### src/cmdmb_pkg.sv
// Purpose: Shared constants for the command mailbox handshake.
// Assumes: One clock, entries are three 32-bit words.
// Notes: Entry word 0 control, word 1 block pointer, word 2 block head.
//
// Summary of operation
// - Priority and queue slots share 12-byte layout
// - Host sets semaphore, leaves slot until cleared
// - Board clears semaphore when slot free again
// - Priority slot served before circular queue
// - Work queue zero, depth one, runs first
// - Reset and flush accepted into full queue zero
// - Narrow 14, wide 255 general work queues; queue number never checked, q_wq_ok unused
// - Priority command copied, executed, then response written
// - Completion sets valid bit 0, optional interrupt
// - Host reads response then clears valid flag
// - Queue circular, host tracks slot, order kept
// - Semaphore set notifies board; board also polls
// - Board copies slot, then clears its semaphore
// - Queue commands run in order unless priority
// - Descriptor starts at parameter block word 0x10
// - Group code decodes descriptor length
// - Known groups ignore slot length field
// - Groups 6, 7: length minus 0x10 words
// - Completion raises interrupt only if entry IRQ enable set
// - Acknowledge cycle returns cause-chosen vector
// - Request line drops when acknowledge completes
// - Next interrupt waits for valid flag clear
package cmdmb_pkg;
  localparam int ENTRY_W = 96;          // 12 bytes
  localparam int QDEPTH = 4;            // Circular queue slots
  localparam int QIDX_W = 2;
  localparam int GQ_DEPTH = 4;          // General work queue store
  localparam int GQ_W = 2;
  localparam logic [7:0] WQ_MAX_NARROW = 8'h0e;
  localparam logic [7:0] WQ_MAX_WIDE = 8'hff;
  localparam logic WIDE = 1'b0;
  // Entry word 0 fields
  localparam int F_GO = 0;
  localparam int F_HIPRI = 1;
  localparam int F_IRQ_EN = 2;
  localparam int F_WQ_LSB = 8;
  localparam int F_LEN_LSB = 16;
  // Entry word 2 fields (head of parameter block)
  localparam int F_CDB0_LSB = 64;
  localparam int F_CODE_LSB = 72;
  localparam int F_EVEC_LSB = 80;
  localparam int F_NVEC_LSB = 88;
  localparam logic [7:0] CODE_BUS_RESET = 8'h22;
  localparam logic [7:0] CODE_FLUSH = 8'h49;
  localparam logic [15:0] PB_OVERHEAD = 16'h0010;  // Words before CDB
  // Response status word bits
  localparam int S_VALID = 0;
  localparam int S_ERROR = 1;
  localparam int S_BADLEN = 2;
  localparam int S_WQ_LSB = 8;
  // Polling interval of the queue pointer slot
  localparam int POLL_NS = 160;
  localparam int CLK_NS = 10;
  localparam logic [4:0] POLL_CYC = 5'((POLL_NS + CLK_NS - 1) / CLK_NS);
  // Host register offsets
  localparam logic [7:0] A_ENTRY0 = 8'h00;
  localparam logic [7:0] A_ENTRY1 = 8'h04;
  localparam logic [7:0] A_ENTRY2 = 8'h08;
  localparam logic [7:0] A_SUBMIT = 8'h0c;
  localparam logic [7:0] A_STATUS = 8'h10;
  localparam logic [7:0] A_RSTAT = 8'h14;
  localparam logic [7:0] A_RESP0 = 8'h18;
  localparam logic [7:0] A_RESP1 = 8'h1c;
  localparam logic [7:0] A_RESP2 = 8'h20;
  localparam logic [7:0] A_ACK = 8'h24;
  localparam logic [7:0] A_VECTOR = 8'h28;
  localparam logic [1:0] RESP_OKAY = 2'h0;
  localparam logic [1:0] RESP_SLVERR = 2'h2;
endpackage

### src/command_mailbox_if.sv
// Purpose: Shared-memory view between host and board.
// Assumes: Both ends on aclk; semaphore bits are kept by the board.
// Notes: Set and clear strobes are one-cycle pulses.
`timescale 1ns/100ps
`default_nettype none
interface command_mailbox_if
  import cmdmb_pkg::*;
(
  input wire logic aclk,
  input wire logic aresetn
);
  logic pri_set;
  logic [ENTRY_W-1:0] pri_entry;
  logic pri_busy;
  logic q_set;
  logic [QIDX_W-1:0] q_idx;
  logic [ENTRY_W-1:0] q_entry;
  logic [QDEPTH-1:0] q_busy;
  logic resp_clr;
  logic [31:0] resp_status;
  logic [ENTRY_W-1:0] resp_entry;
  logic irq_req;
  logic iack;
  logic [7:0] iack_vector;
  modport dev (
    input pri_set, pri_entry, q_set, q_idx, q_entry, resp_clr, iack,
    output pri_busy, q_busy, resp_status, resp_entry, irq_req, iack_vector
  );
  modport host (
    output pri_set, pri_entry, q_set, q_idx, q_entry, resp_clr, iack,
    input pri_busy, q_busy, resp_status, resp_entry, irq_req, iack_vector
  );
endinterface
`default_nettype wire

### src/command_mailbox_device.sv
// Purpose: Board end: slots, work queues, response block, interrupt.
// Assumes: The executing engine answers cmd_valid with cmd_done.
// Notes: Queue zero has a second place used only for recovery commands.
//
// Our own choices: the AXI4-Lite slave port and the placing of the registers.
`timescale 1ns/100ps
`default_nettype none
module command_mailbox_device
  import cmdmb_pkg::*;
(
  // Clock and reset
  input wire logic aclk,
  input wire logic aresetn,
  // Mailbox
  command_mailbox_if.dev mb,
  // Execution engine
  output logic cmd_valid,
  output logic [ENTRY_W-1:0] cmd_entry,
  output logic [7:0] cmd_cdb_len,
  input wire logic cmd_done,
  input wire logic cmd_error
);
  typedef enum logic [2:0] {
    ST_IDLE = 3'b001,
    ST_RUN = 3'b010,
    ST_POST = 3'b100
  } state_e;

  state_e state_reg, state_next;
  logic pri_busy_reg;
  logic [ENTRY_W-1:0] pri_entry_reg;
  logic [ENTRY_W-1:0] q_mem [QDEPTH];
  logic [QDEPTH-1:0] q_busy_reg;
  logic [QIDX_W-1:0] qptr_reg;
  logic note_reg;
  logic [4:0] poll_reg;
  logic wq0_full_reg, wq0r_full_reg, hp_full_reg;
  logic [ENTRY_W-1:0] wq0_reg, wq0r_reg, hp_reg;
  logic [ENTRY_W-1:0] gq_mem [GQ_DEPTH];
  logic [GQ_W-1:0] gq_rd_reg, gq_wr_reg;
  logic [GQ_W:0] gq_cnt_reg;
  logic [ENTRY_W-1:0] cur_reg;
  logic [7:0] len_reg;
  logic bad_reg, err_reg;
  logic [31:0] rstat_reg;
  logic [ENTRY_W-1:0] rentry_reg;
  logic irq_reg;
  logic [7:0] vec_reg;
  logic [ENTRY_W-1:0] qcur;
  logic pri_rec, take_pri, take_q, q_hp, q_wq_ok;
  logic start, s_rec, s_wq0, s_hp, s_gq;
  logic [7:0] wq_max;

  // Descriptor length in bytes; zero marks a reserved group
  function automatic logic [7:0] cdb_len(input logic [ENTRY_W-1:0] e);
    logic [2:0] grp;
    logic [15:0] words;
    // top three bits of descriptor byte 0
    grp = e[F_CDB0_LSB+7 -: 3];
    words = e[F_LEN_LSB +: 16] - PB_OVERHEAD;
    case (grp)
      // length by group; slot length unused
      3'h0: cdb_len = 8'h06;
      3'h1, 3'h2: cdb_len = 8'h0a;
      3'h5: cdb_len = 8'h0c;
      // user groups use slot length less overhead
      3'h6, 3'h7: cdb_len = {words[6:0], 1'b0};
      default: cdb_len = 8'h00;
    endcase
  endfunction

  // general work queue numbers by variant
  assign wq_max = WIDE ? WQ_MAX_WIDE : WQ_MAX_NARROW;

  // Slot selection
  assign qcur = q_mem[qptr_reg];
  assign q_hp = qcur[F_HIPRI];
  assign q_wq_ok = qcur[F_WQ_LSB +: 8] <= wq_max;
  assign pri_rec = pri_entry_reg[F_CODE_LSB +: 8] == CODE_BUS_RESET ||
                   pri_entry_reg[F_CODE_LSB +: 8] == CODE_FLUSH;
  // recovery command enters even a full queue zero
  assign take_pri = pri_busy_reg &&
                    (!wq0_full_reg || (pri_rec && !wq0r_full_reg));
  // priority slot blocks queue intake this cycle
  // take on notification or poll of pointer slot
  assign take_q = !take_pri && q_busy_reg[qptr_reg] &&
                  (note_reg || poll_reg == 5'h00) &&
                  (q_hp ? !hp_full_reg : gq_cnt_reg != GQ_DEPTH);

  // queue zero first, then high priority, then in order
  assign start = state_reg == ST_IDLE;
  assign s_rec = start && wq0r_full_reg;
  assign s_wq0 = start && !wq0r_full_reg && wq0_full_reg;
  assign s_hp = start && !wq0r_full_reg && !wq0_full_reg && hp_full_reg;
  assign s_gq = start && !wq0r_full_reg && !wq0_full_reg &&
                !hp_full_reg && gq_cnt_reg != 0;

  // Priority slot semaphore
  always_ff @(posedge aclk) begin
    if (!aresetn) begin
      pri_busy_reg <= 1'b0;
      pri_entry_reg <= '0;
    end else if (mb.pri_set) begin
      pri_busy_reg <= 1'b1;
      pri_entry_reg <= mb.pri_entry;
    end else if (take_pri) begin
      pri_busy_reg <= 1'b0;
    end
  end

  // queue slots hold the same entry layout
  always_ff @(posedge aclk) begin
    if (mb.q_set) begin
      q_mem[mb.q_idx] <= mb.q_entry;
    end
  end

  // Queue semaphores, set wins over clear
  for (genvar i = 0; i < QDEPTH; i++) begin : g_qbusy
    always_ff @(posedge aclk) begin
      if (!aresetn) begin
        q_busy_reg[i] <= 1'b0;
      end else if (mb.q_set && mb.q_idx == QIDX_W'(i)) begin
        q_busy_reg[i] <= 1'b1;
      end else if (take_q && qptr_reg == QIDX_W'(i)) begin
        q_busy_reg[i] <= 1'b0;
      end
    end
  end

  // pointer walks the ring in submission order
  always_ff @(posedge aclk) begin
    if (!aresetn) begin
      qptr_reg <= '0;
    end else if (take_q) begin
      qptr_reg <= qptr_reg + 1'b1;
    end
  end

  always_ff @(posedge aclk) begin
    if (!aresetn) begin
      note_reg <= 1'b0;
      poll_reg <= POLL_CYC;
    end else begin
      if (mb.q_set) begin
        note_reg <= 1'b1;
      end else if (take_q) begin
        note_reg <= 1'b0;
      end
      poll_reg <= (poll_reg == 5'h00) ? POLL_CYC : poll_reg - 1'b1;
    end
  end

  // priority command copied into queue zero
  always_ff @(posedge aclk) begin
    if (!aresetn) begin
      wq0_full_reg <= 1'b0;
      wq0r_full_reg <= 1'b0;
      wq0_reg <= '0;
      wq0r_reg <= '0;
    end else begin
      if (take_pri && !wq0_full_reg) begin
        wq0_full_reg <= 1'b1;
        wq0_reg <= pri_entry_reg;
      end else if (s_wq0) begin
        wq0_full_reg <= 1'b0;
      end
      if (take_pri && wq0_full_reg) begin
        wq0r_full_reg <= 1'b1;
        wq0r_reg <= pri_entry_reg;
      end else if (s_rec) begin
        wq0r_full_reg <= 1'b0;
      end
    end
  end

  // high priority place jumps the ordered store
  always_ff @(posedge aclk) begin
    if (!aresetn) begin
      hp_full_reg <= 1'b0;
      hp_reg <= '0;
    end else if (take_q && q_hp) begin
      hp_full_reg <= 1'b1;
      hp_reg <= qcur;
    end else if (s_hp) begin
      hp_full_reg <= 1'b0;
    end
  end

  always_ff @(posedge aclk) begin
    if (take_q && !q_hp) begin
      gq_mem[gq_wr_reg] <= qcur;
    end
  end

  always_ff @(posedge aclk) begin
    if (!aresetn) begin
      gq_wr_reg <= '0;
      gq_rd_reg <= '0;
      gq_cnt_reg <= '0;
    end else begin
      if (take_q && !q_hp) begin
        gq_wr_reg <= gq_wr_reg + 1'b1;
      end
      if (s_gq) begin
        gq_rd_reg <= gq_rd_reg + 1'b1;
      end
      gq_cnt_reg <= gq_cnt_reg + {2'b00, take_q && !q_hp} -
                    {2'b00, s_gq};
    end
  end

  // Execution sequence
  always_comb begin
    state_next = state_reg;
    case (state_reg)
      ST_IDLE: begin
        if (s_rec || s_wq0 || s_hp || s_gq) begin
          state_next = ST_RUN;
        end
      end
      ST_RUN: begin
        if (cmd_done) begin
          state_next = ST_POST;
        end
      end
      // wait until host frees the response block
      ST_POST: begin
        if (!rstat_reg[S_VALID]) begin
          state_next = ST_IDLE;
        end
      end
      default: state_next = ST_IDLE;
    endcase
  end

  always_ff @(posedge aclk) begin
    if (!aresetn) begin
      state_reg <= ST_IDLE;
    end else begin
      state_reg <= state_next;
    end
  end

  // Current command and its decoded length
  always_ff @(posedge aclk) begin
    if (!aresetn) begin
      cur_reg <= '0;
      len_reg <= '0;
      bad_reg <= 1'b0;
      err_reg <= 1'b0;
    end else if (state_reg == ST_IDLE && state_next == ST_RUN) begin
      cur_reg <= s_rec ? wq0r_reg : s_wq0 ? wq0_reg :
                 s_hp ? hp_reg : gq_mem[gq_rd_reg];
      len_reg <= cdb_len(s_rec ? wq0r_reg : s_wq0 ? wq0_reg :
                         s_hp ? hp_reg : gq_mem[gq_rd_reg]);
      bad_reg <= cdb_len(s_rec ? wq0r_reg : s_wq0 ? wq0_reg :
                         s_hp ? hp_reg : gq_mem[gq_rd_reg]) == 8'h00;
      err_reg <= 1'b0;
    end else if (state_reg == ST_RUN && cmd_done) begin
      err_reg <= cmd_error;
    end
  end

  // Response block; valid set wins over host clear
  always_ff @(posedge aclk) begin
    if (!aresetn) begin
      rstat_reg <= '0;
      rentry_reg <= '0;
    end else if (state_reg == ST_POST && !rstat_reg[S_VALID]) begin
      rentry_reg <= cur_reg;
      rstat_reg <= '0;
      rstat_reg[S_VALID] <= 1'b1;
      rstat_reg[S_ERROR] <= err_reg;
      rstat_reg[S_BADLEN] <= bad_reg;
      rstat_reg[S_WQ_LSB +: 8] <= cur_reg[F_WQ_LSB +: 8];
    end else if (mb.resp_clr) begin
      rstat_reg[S_VALID] <= 1'b0;
    end
  end

  // interrupt at each completion when enabled
  always_ff @(posedge aclk) begin
    if (!aresetn) begin
      irq_reg <= 1'b0;
      vec_reg <= '0;
    end else if (state_reg == ST_POST && !rstat_reg[S_VALID] &&
                 cur_reg[F_IRQ_EN]) begin
      irq_reg <= 1'b1;
      vec_reg <= (err_reg || bad_reg) ? cur_reg[F_EVEC_LSB +: 8] :
                 cur_reg[F_NVEC_LSB +: 8];
    end else if (mb.iack) begin
      irq_reg <= 1'b0;
    end
  end

  // Outputs
  assign cmd_valid = state_reg == ST_RUN;
  assign cmd_entry = cur_reg;
  assign cmd_cdb_len = len_reg;
  assign mb.pri_busy = pri_busy_reg;
  assign mb.q_busy = q_busy_reg;
  assign mb.resp_status = rstat_reg;
  assign mb.resp_entry = rentry_reg;
  assign mb.irq_req = irq_reg;
  assign mb.iack_vector = vec_reg;
endmodule
`default_nettype wire

### src/flat_wrapper.sv
// flat-port wrapper written by rule: the top's interface ports become plain ports
module command_mailbox_device_flat import cmdmb_pkg::*;
  (aclk, aresetn, cmd_valid, cmd_entry, cmd_cdb_len, cmd_done, cmd_error, mb_pri_set, mb_pri_entry, mb_q_set, mb_q_idx, mb_q_entry, mb_resp_clr, mb_iack, mb_pri_busy, mb_q_busy, mb_resp_status, mb_resp_entry, mb_irq_req, mb_iack_vector);
  command_mailbox_if mb_i (.aclk(aclk), .aresetn(aresetn));
  input wire logic aclk;
  input wire logic aresetn;
  output logic cmd_valid;
  output logic [ENTRY_W-1:0] cmd_entry;
  output logic [7:0] cmd_cdb_len;
  input wire logic cmd_done;
  input wire logic cmd_error;
  input wire logic [$bits(mb_i.pri_set)-1:0] mb_pri_set;
  input wire logic [$bits(mb_i.pri_entry)-1:0] mb_pri_entry;
  input wire logic [$bits(mb_i.q_set)-1:0] mb_q_set;
  input wire logic [$bits(mb_i.q_idx)-1:0] mb_q_idx;
  input wire logic [$bits(mb_i.q_entry)-1:0] mb_q_entry;
  input wire logic [$bits(mb_i.resp_clr)-1:0] mb_resp_clr;
  input wire logic [$bits(mb_i.iack)-1:0] mb_iack;
  output wire logic [$bits(mb_i.pri_busy)-1:0] mb_pri_busy;
  output wire logic [$bits(mb_i.q_busy)-1:0] mb_q_busy;
  output wire logic [$bits(mb_i.resp_status)-1:0] mb_resp_status;
  output wire logic [$bits(mb_i.resp_entry)-1:0] mb_resp_entry;
  output wire logic [$bits(mb_i.irq_req)-1:0] mb_irq_req;
  output wire logic [$bits(mb_i.iack_vector)-1:0] mb_iack_vector;
  assign mb_i.pri_set = mb_pri_set;
  assign mb_i.pri_entry = mb_pri_entry;
  assign mb_i.q_set = mb_q_set;
  assign mb_i.q_idx = mb_q_idx;
  assign mb_i.q_entry = mb_q_entry;
  assign mb_i.resp_clr = mb_resp_clr;
  assign mb_i.iack = mb_iack;
  assign mb_pri_busy = mb_i.pri_busy;
  assign mb_q_busy = mb_i.q_busy;
  assign mb_resp_status = mb_i.resp_status;
  assign mb_resp_entry = mb_i.resp_entry;
  assign mb_irq_req = mb_i.irq_req;
  assign mb_iack_vector = mb_i.iack_vector;
  command_mailbox_device u_core (.aclk(aclk), .aresetn(aresetn), .mb(mb_i), .cmd_valid(cmd_valid), .cmd_entry(cmd_entry), .cmd_cdb_len(cmd_cdb_len), .cmd_done(cmd_done), .cmd_error(cmd_error));
endmodule
### config.mk
export PLATFORM = sky130hd
export DESIGN_NAME = command_mailbox_device_flat
export DESIGN_NICKNAME = d
export VERILOG_FILES = /design/src/cmdmb_pkg.sv /design/src/command_mailbox_if.sv /design/src/command_mailbox_device.sv /design/src/flat_wrapper.sv
export SDC_FILE = /design/constraint.sdc
export NUM_CORES = 2
export LEC_CHECK = 0
export BUFFER_PORTS_ARGS = -buffer_cell sky130_fd_sc_hd__buf_2
export CORE_MARGIN = 4
export CORE_UTILIZATION = 40
export DETAILED_ROUTE_END_ITERATION = 8
export SLEW_MARGIN = 10
export SYNTH_ARGS = -nofsm -noshare
export SYNTH_HDL_FRONTEND = slang
export SYNTH_SLANG_ARGS = --single-unit
### constraint.sdc
create_clock -name aclk -period 9.4 [get_ports aclk]
set_clock_uncertainty 0.15 [all_clocks]
set_input_delay 1.88 -clock aclk [delete_from_list [all_inputs] [get_ports aclk]]
set_output_delay 1.88 -clock aclk [all_outputs]
set_load 0.005 [all_outputs]
# Word-level counts from Yosys, hierarchy flattened
# Memories as Yosys holds them, arrays and structs flattened. A register that Yosys moved wholly into a read port is not among the register bits.
# Cells that the tools add are included.
[word_totals]
regBits = 632
latchBits = 0
ram_bits = 768
romBits = 0
input_bits = 202
output_inout_bits = 247
elab_cells = 163
n_memories = 2
[mem_list]
columns = ["name", "depth", "word_bits", "rd", "rd_ports_with_merged_regs", "write_ports", "line_no", "text"]
rows = [
  ["u_core.gq_mem", 4, 96, 1, 1, 1, "command_mailbox_device.sv:39", "logic [ENTRY_W-1:0] gq_mem [GQ_DEPTH];"],
  ["u_core.q_mem", 4, 96, 1, 1, 1, "command_mailbox_device.sv:32", "logic [ENTRY_W-1:0] q_mem [QDEPTH];"],
]
[classes]
addsub = 7
n_mul = 0
div_mod_pow = 0
magnitude_cmp = 1
n_eq_ne = 18
n_shift = 0
n_mux = 44
bitwise = 1
n_reduce_logical = 62
[ops]
columns = ["cell", "count"]
rows = [
  ["$mux W96", 3],
  ["$pmux W8 S4", 1],
  ["$logic_and A1 B1 Y1", 28],
  ["$mux W1", 28],
  ["$mux W8", 3],
  ["$reduce_bool A2 Y1", 11],
  ["$eq A3 B3 Y1 const B", 4],
  ["$eq A3 B2 Y1 const B", 3],
  ["$mux W3", 3],
  ["$pmux W3 S3", 1],
  ["$eq A2 B2 Y1 const B", 4],
  ["$eq A8 B6 Y1 const B", 1],
  ["$eq A8 B7 Y1 const B", 1],
  ["$logic_not A8 Y1", 1],
  ["$mux W2", 4],
  ["$reduce_or A2 Y1", 4],
  ["$logic_or A1 B1 Y1", 7],
  ["$sub A7 B5 Y7 const B", 1],
  ["$add A2 B1 Y2 const B", 3],
  ["$eq A3 B1 Y1 const B", 2],
  ["$logic_not A1 Y1", 6],
  ["$logic_not A5 Y1", 1],
  ["$sub A5 B1 Y5 const B", 1],
  ["$eq A2 B1 Y1 const B", 2],
  ["other kinds (9)", 10],
]

# Longest topological paths before layout
[depth]
word_depth = 13
ltp_mapped = 12
ltp_nobuf = 10

# Worst setup path after synthesis
# Ideal clock, no wire load.
[synth_timing]
path_kind = "input to register"
from = "input port mb_q_idx[0]"
to = "memory u_core.q_mem[0][0], enable pin"
setup_ns = 0.692
arrival_time_ns = 8.933
required_time_ns = 8.558
slack_ns = -0.376
cell_stages = 1
n_path_buf = 0
cell_sequence = "nor3b_1"
[synth_rtl]
columns = ["element", "line_no", "text"]
rows = [
  ["from (decl)", "flat_wrapper.sv:15", "input wire logic [$bits(mb_i.q_idx)-1:0] mb_q_idx;"],
  ["to (decl)", "command_mailbox_device.sv:32", ""],
]
# No word-level cell before the write port.

# Worst setup path in the final report
[layout_timing]
from = "register u_core.state_reg[1]"
to = "output port cmd_valid"
[layout_via]
elab_chain_len = 1
[layout_lines]
columns = ["element", "line_no", "text"]
rows = [
  ["from (decl)", "command_mailbox_device.sv:29", "state_e state_reg, state_next;"],
  ["from (signal assigned)", "command_mailbox_device.sv:241", "state_reg <= state_next;"],
  ["$eq A3 B2 Y1", "command_mailbox_device.sv:298", "assign cmd_valid = state_reg == ST_RUN;"],
  ["to (decl)", "flat_wrapper.sv:7", "output logic cmd_valid;"],
]
# Every way passes these cells.

==> out/results.ini <==
[run_status]
outcome=finished, final reports clean

[routing]
wire_per_inst_um=22.2
vias_per_cell=5.24
wl_mm=137
first_pass_iters=5
postRouteAntennaNets=0
route.detailed.drc=0
vias=32200
drt_iter0_drc=2864

[global_route]
grt_antenna_before_repair=53
grt_max_degree=192
grt_use_total_pct=19.6
grt_pass1_wl_mm=202
overflow=0
grt_pass1_vias=30300

[clocking]
htreeDepth=4
root_buffer=clkbuf_16
clk_latency_ns=0.76
hold_buffers=0
cts_buffer_depth=3
cts.sinks=1395
ctsResizeCount=0
post_cts_buffers=0
numCtsBuffers=141
cts_tree=built
cts.clk_slew.worst_paths_ns=0.06

[timing]
slew-limit-headroom_pct=25.8
tightest_slew_ns=1.11
rsz0062_at_grt=false
drv_slew=0
fin_crit_sh_pct=42.8
fmax_ghz=0.248
setup_tns_ns=0
setup_viol=0
period_needed_ns=4.03
hold_violations=0

[cells_and_area]
final_common_cell=edfxtp_1
multiInputGateArea_um2=15500
seq_area_um2=35600
reg.largest.list=u_core.gq_mem (384), u_core.q_mem (384)
finalNetCount=4483
finish.utilization_pct=46.6
drive_above_1_share_pct=20.7
layout_common_cells=edfxtp_1, nand2_1, dfxtp_1, buf_2, a21oi_1
nFillCells=11600
final_area_um2=60400
syn_to_final_growth_pct=15.5

[worst_setup_path]
cp_slowest_cell=dfxtp_1
crit_family=simple AND/OR/NAND/NOR gates
reg2reg_slack_ns=5.38
path_buf_inv=1
path_max_fanout=6
cp_cell_sequence=nand2b_1 > nor2_1 > buf_2
cp-end-kind=output port
max_stage_delay_ns=0.46
required_ns=7.37
start_kind=flop
critical_path_class=reg2out
worstPathArrival_ns=2.00

[die]
ios=449
dieHeight_um=370
design.die.area_um2=137000
initial_utilization_pct=40.4
core_area_um2=130000
die_w_um=370
row_count=132

[logic_synthesis]
syn_area_um2=52300
ys_seq_area_share_pct=68.1
ys.flop_type=edfxtp_1
yosysUniqueCellTypes=67
synth_area_per_cell_um2=13.3
synth_cells=3942
synthArstFlopShare_pct=0
synth_enable_flop_cells=768
yosys_warnings=0
synth-seq-cells=1395

[power]
leakagePower_uw=0.0210
power.density_nw_per_um2=243
vdd_ir_drop_max_uv=284
total_power_uw=14700

[placement]
gp_congestion=0.755
port_buffers=426
placed_cell_area_um2=55800
dp_hpwl_mm=87.1

[run]
maxCapViolCount=0

[hold_path]
hp-class=reg2reg

==> path summary, 6_finish.rpt <==
| kind | end | start | cells after the start |
|---|---|---|---|
| worst max-delay path | cmd_valid | u_core.state_reg[1]$_SDFF_PN0_ | 3 |
| worst max register to register | u_core.gq_mem[0][44]$_DFFE_PP_ | flop | 5 |
| worst min register to register | u_core.poll_reg[0]$_SDFF_PP0_ | u_core.poll_reg[0]$_SDFF_PP0_ | 1 |
| worst min-delay path | u_core.poll_reg[0]$_SDFF_PP0_ | u_core.poll_reg[0]$_SDFF_PP0_ | 1 |
==> metal layers <==
layer / wire length (um) / track usage (%)
met1: 62500 / 29.0
met2: 60100 / 28.7
met3: 11000 / 5.20
met4: 2810 / 5.19
met5: 219 / 0
==> worst register-to-register path, delay by kind of cell (launching register included) <==
kind,cells,cell delay (ns)
simple gates,1,0.80
buf+inv,1,0.78
flops,1,0.54
mux,1,0.64
compound gates,2,0.70
==> layout make-up <==
type	count	share of cell area, %
clock buffers	192	6.47
inverters	16	0.112
flip-flops and latches	1395	58.9
well taps	1742	3.61
clock inverters	67	1.06
multi-input cells	2245	25.6
repair buffers	469	4.13
diodes	19	0.0787
==> kinds of logic (layout without fill, tap and decap cells) <==
family,after synthesis,count (layout),share of synthesized area [%]
other,1,41,0.00717
buffers and inverters,323,744,2.78
xor gates and xnor gates,8,8,0.134
adders and majority gates,13,13,0.325
DFF,1395,1395,68.1
AOI/OAI and AO/OA,669,669,7.71
muxes,419,419,12.6
and+or+nand+nor,1114,1114,8.36
==> cells in the mapped netlist, types with 42 or more instances <==
| master | instances | share of area, % |
|---|---|---|
| nand2_1 | 721 | 5.2 |
| edfxtp_1 | 768 | 44 |
| clkbuf_1 | 194 | 1.4 |
| mux4_2 | 192 | 8.3 |
| nor2_1 | 324 | 2.3 |
| dfxtp_1 | 627 | 24 |
| buf_2 | 54 | 0.52 |
| a21oi_1 | 419 | 4.0 |
| a211oi_1 | 92 | 1.3 |
| o21ai_0 | 42 | 0.40 |
| mux2i_1 | 225 | 4.3 |
| a221oi_1 | 60 | 1.0 |
==> metrics by stage <==
| step | hold WS (ns) | instances | worst slack (ns) |
|---|---|---|---|
| after floorplan | 0.263 | 3963 | 2.70 |
| after global placement | 0.279 | 5867 | 5.12 |
| after detailed placement | 0.279 | 5867 | 5.11 |
| after CTS | 0.287 | 6126 | 5.33 |
| after global routing | 0.299 | 6129 | 5.20 |
| final | 0.286 | 6145 | 5.37 |
==> where the power goes <==
part / switching, uW / internal (uW)
sequential: 292 / 6760
combinational: 1340 / 787
clock: 2330 / 3160
(Power assumes the default switching activity.)
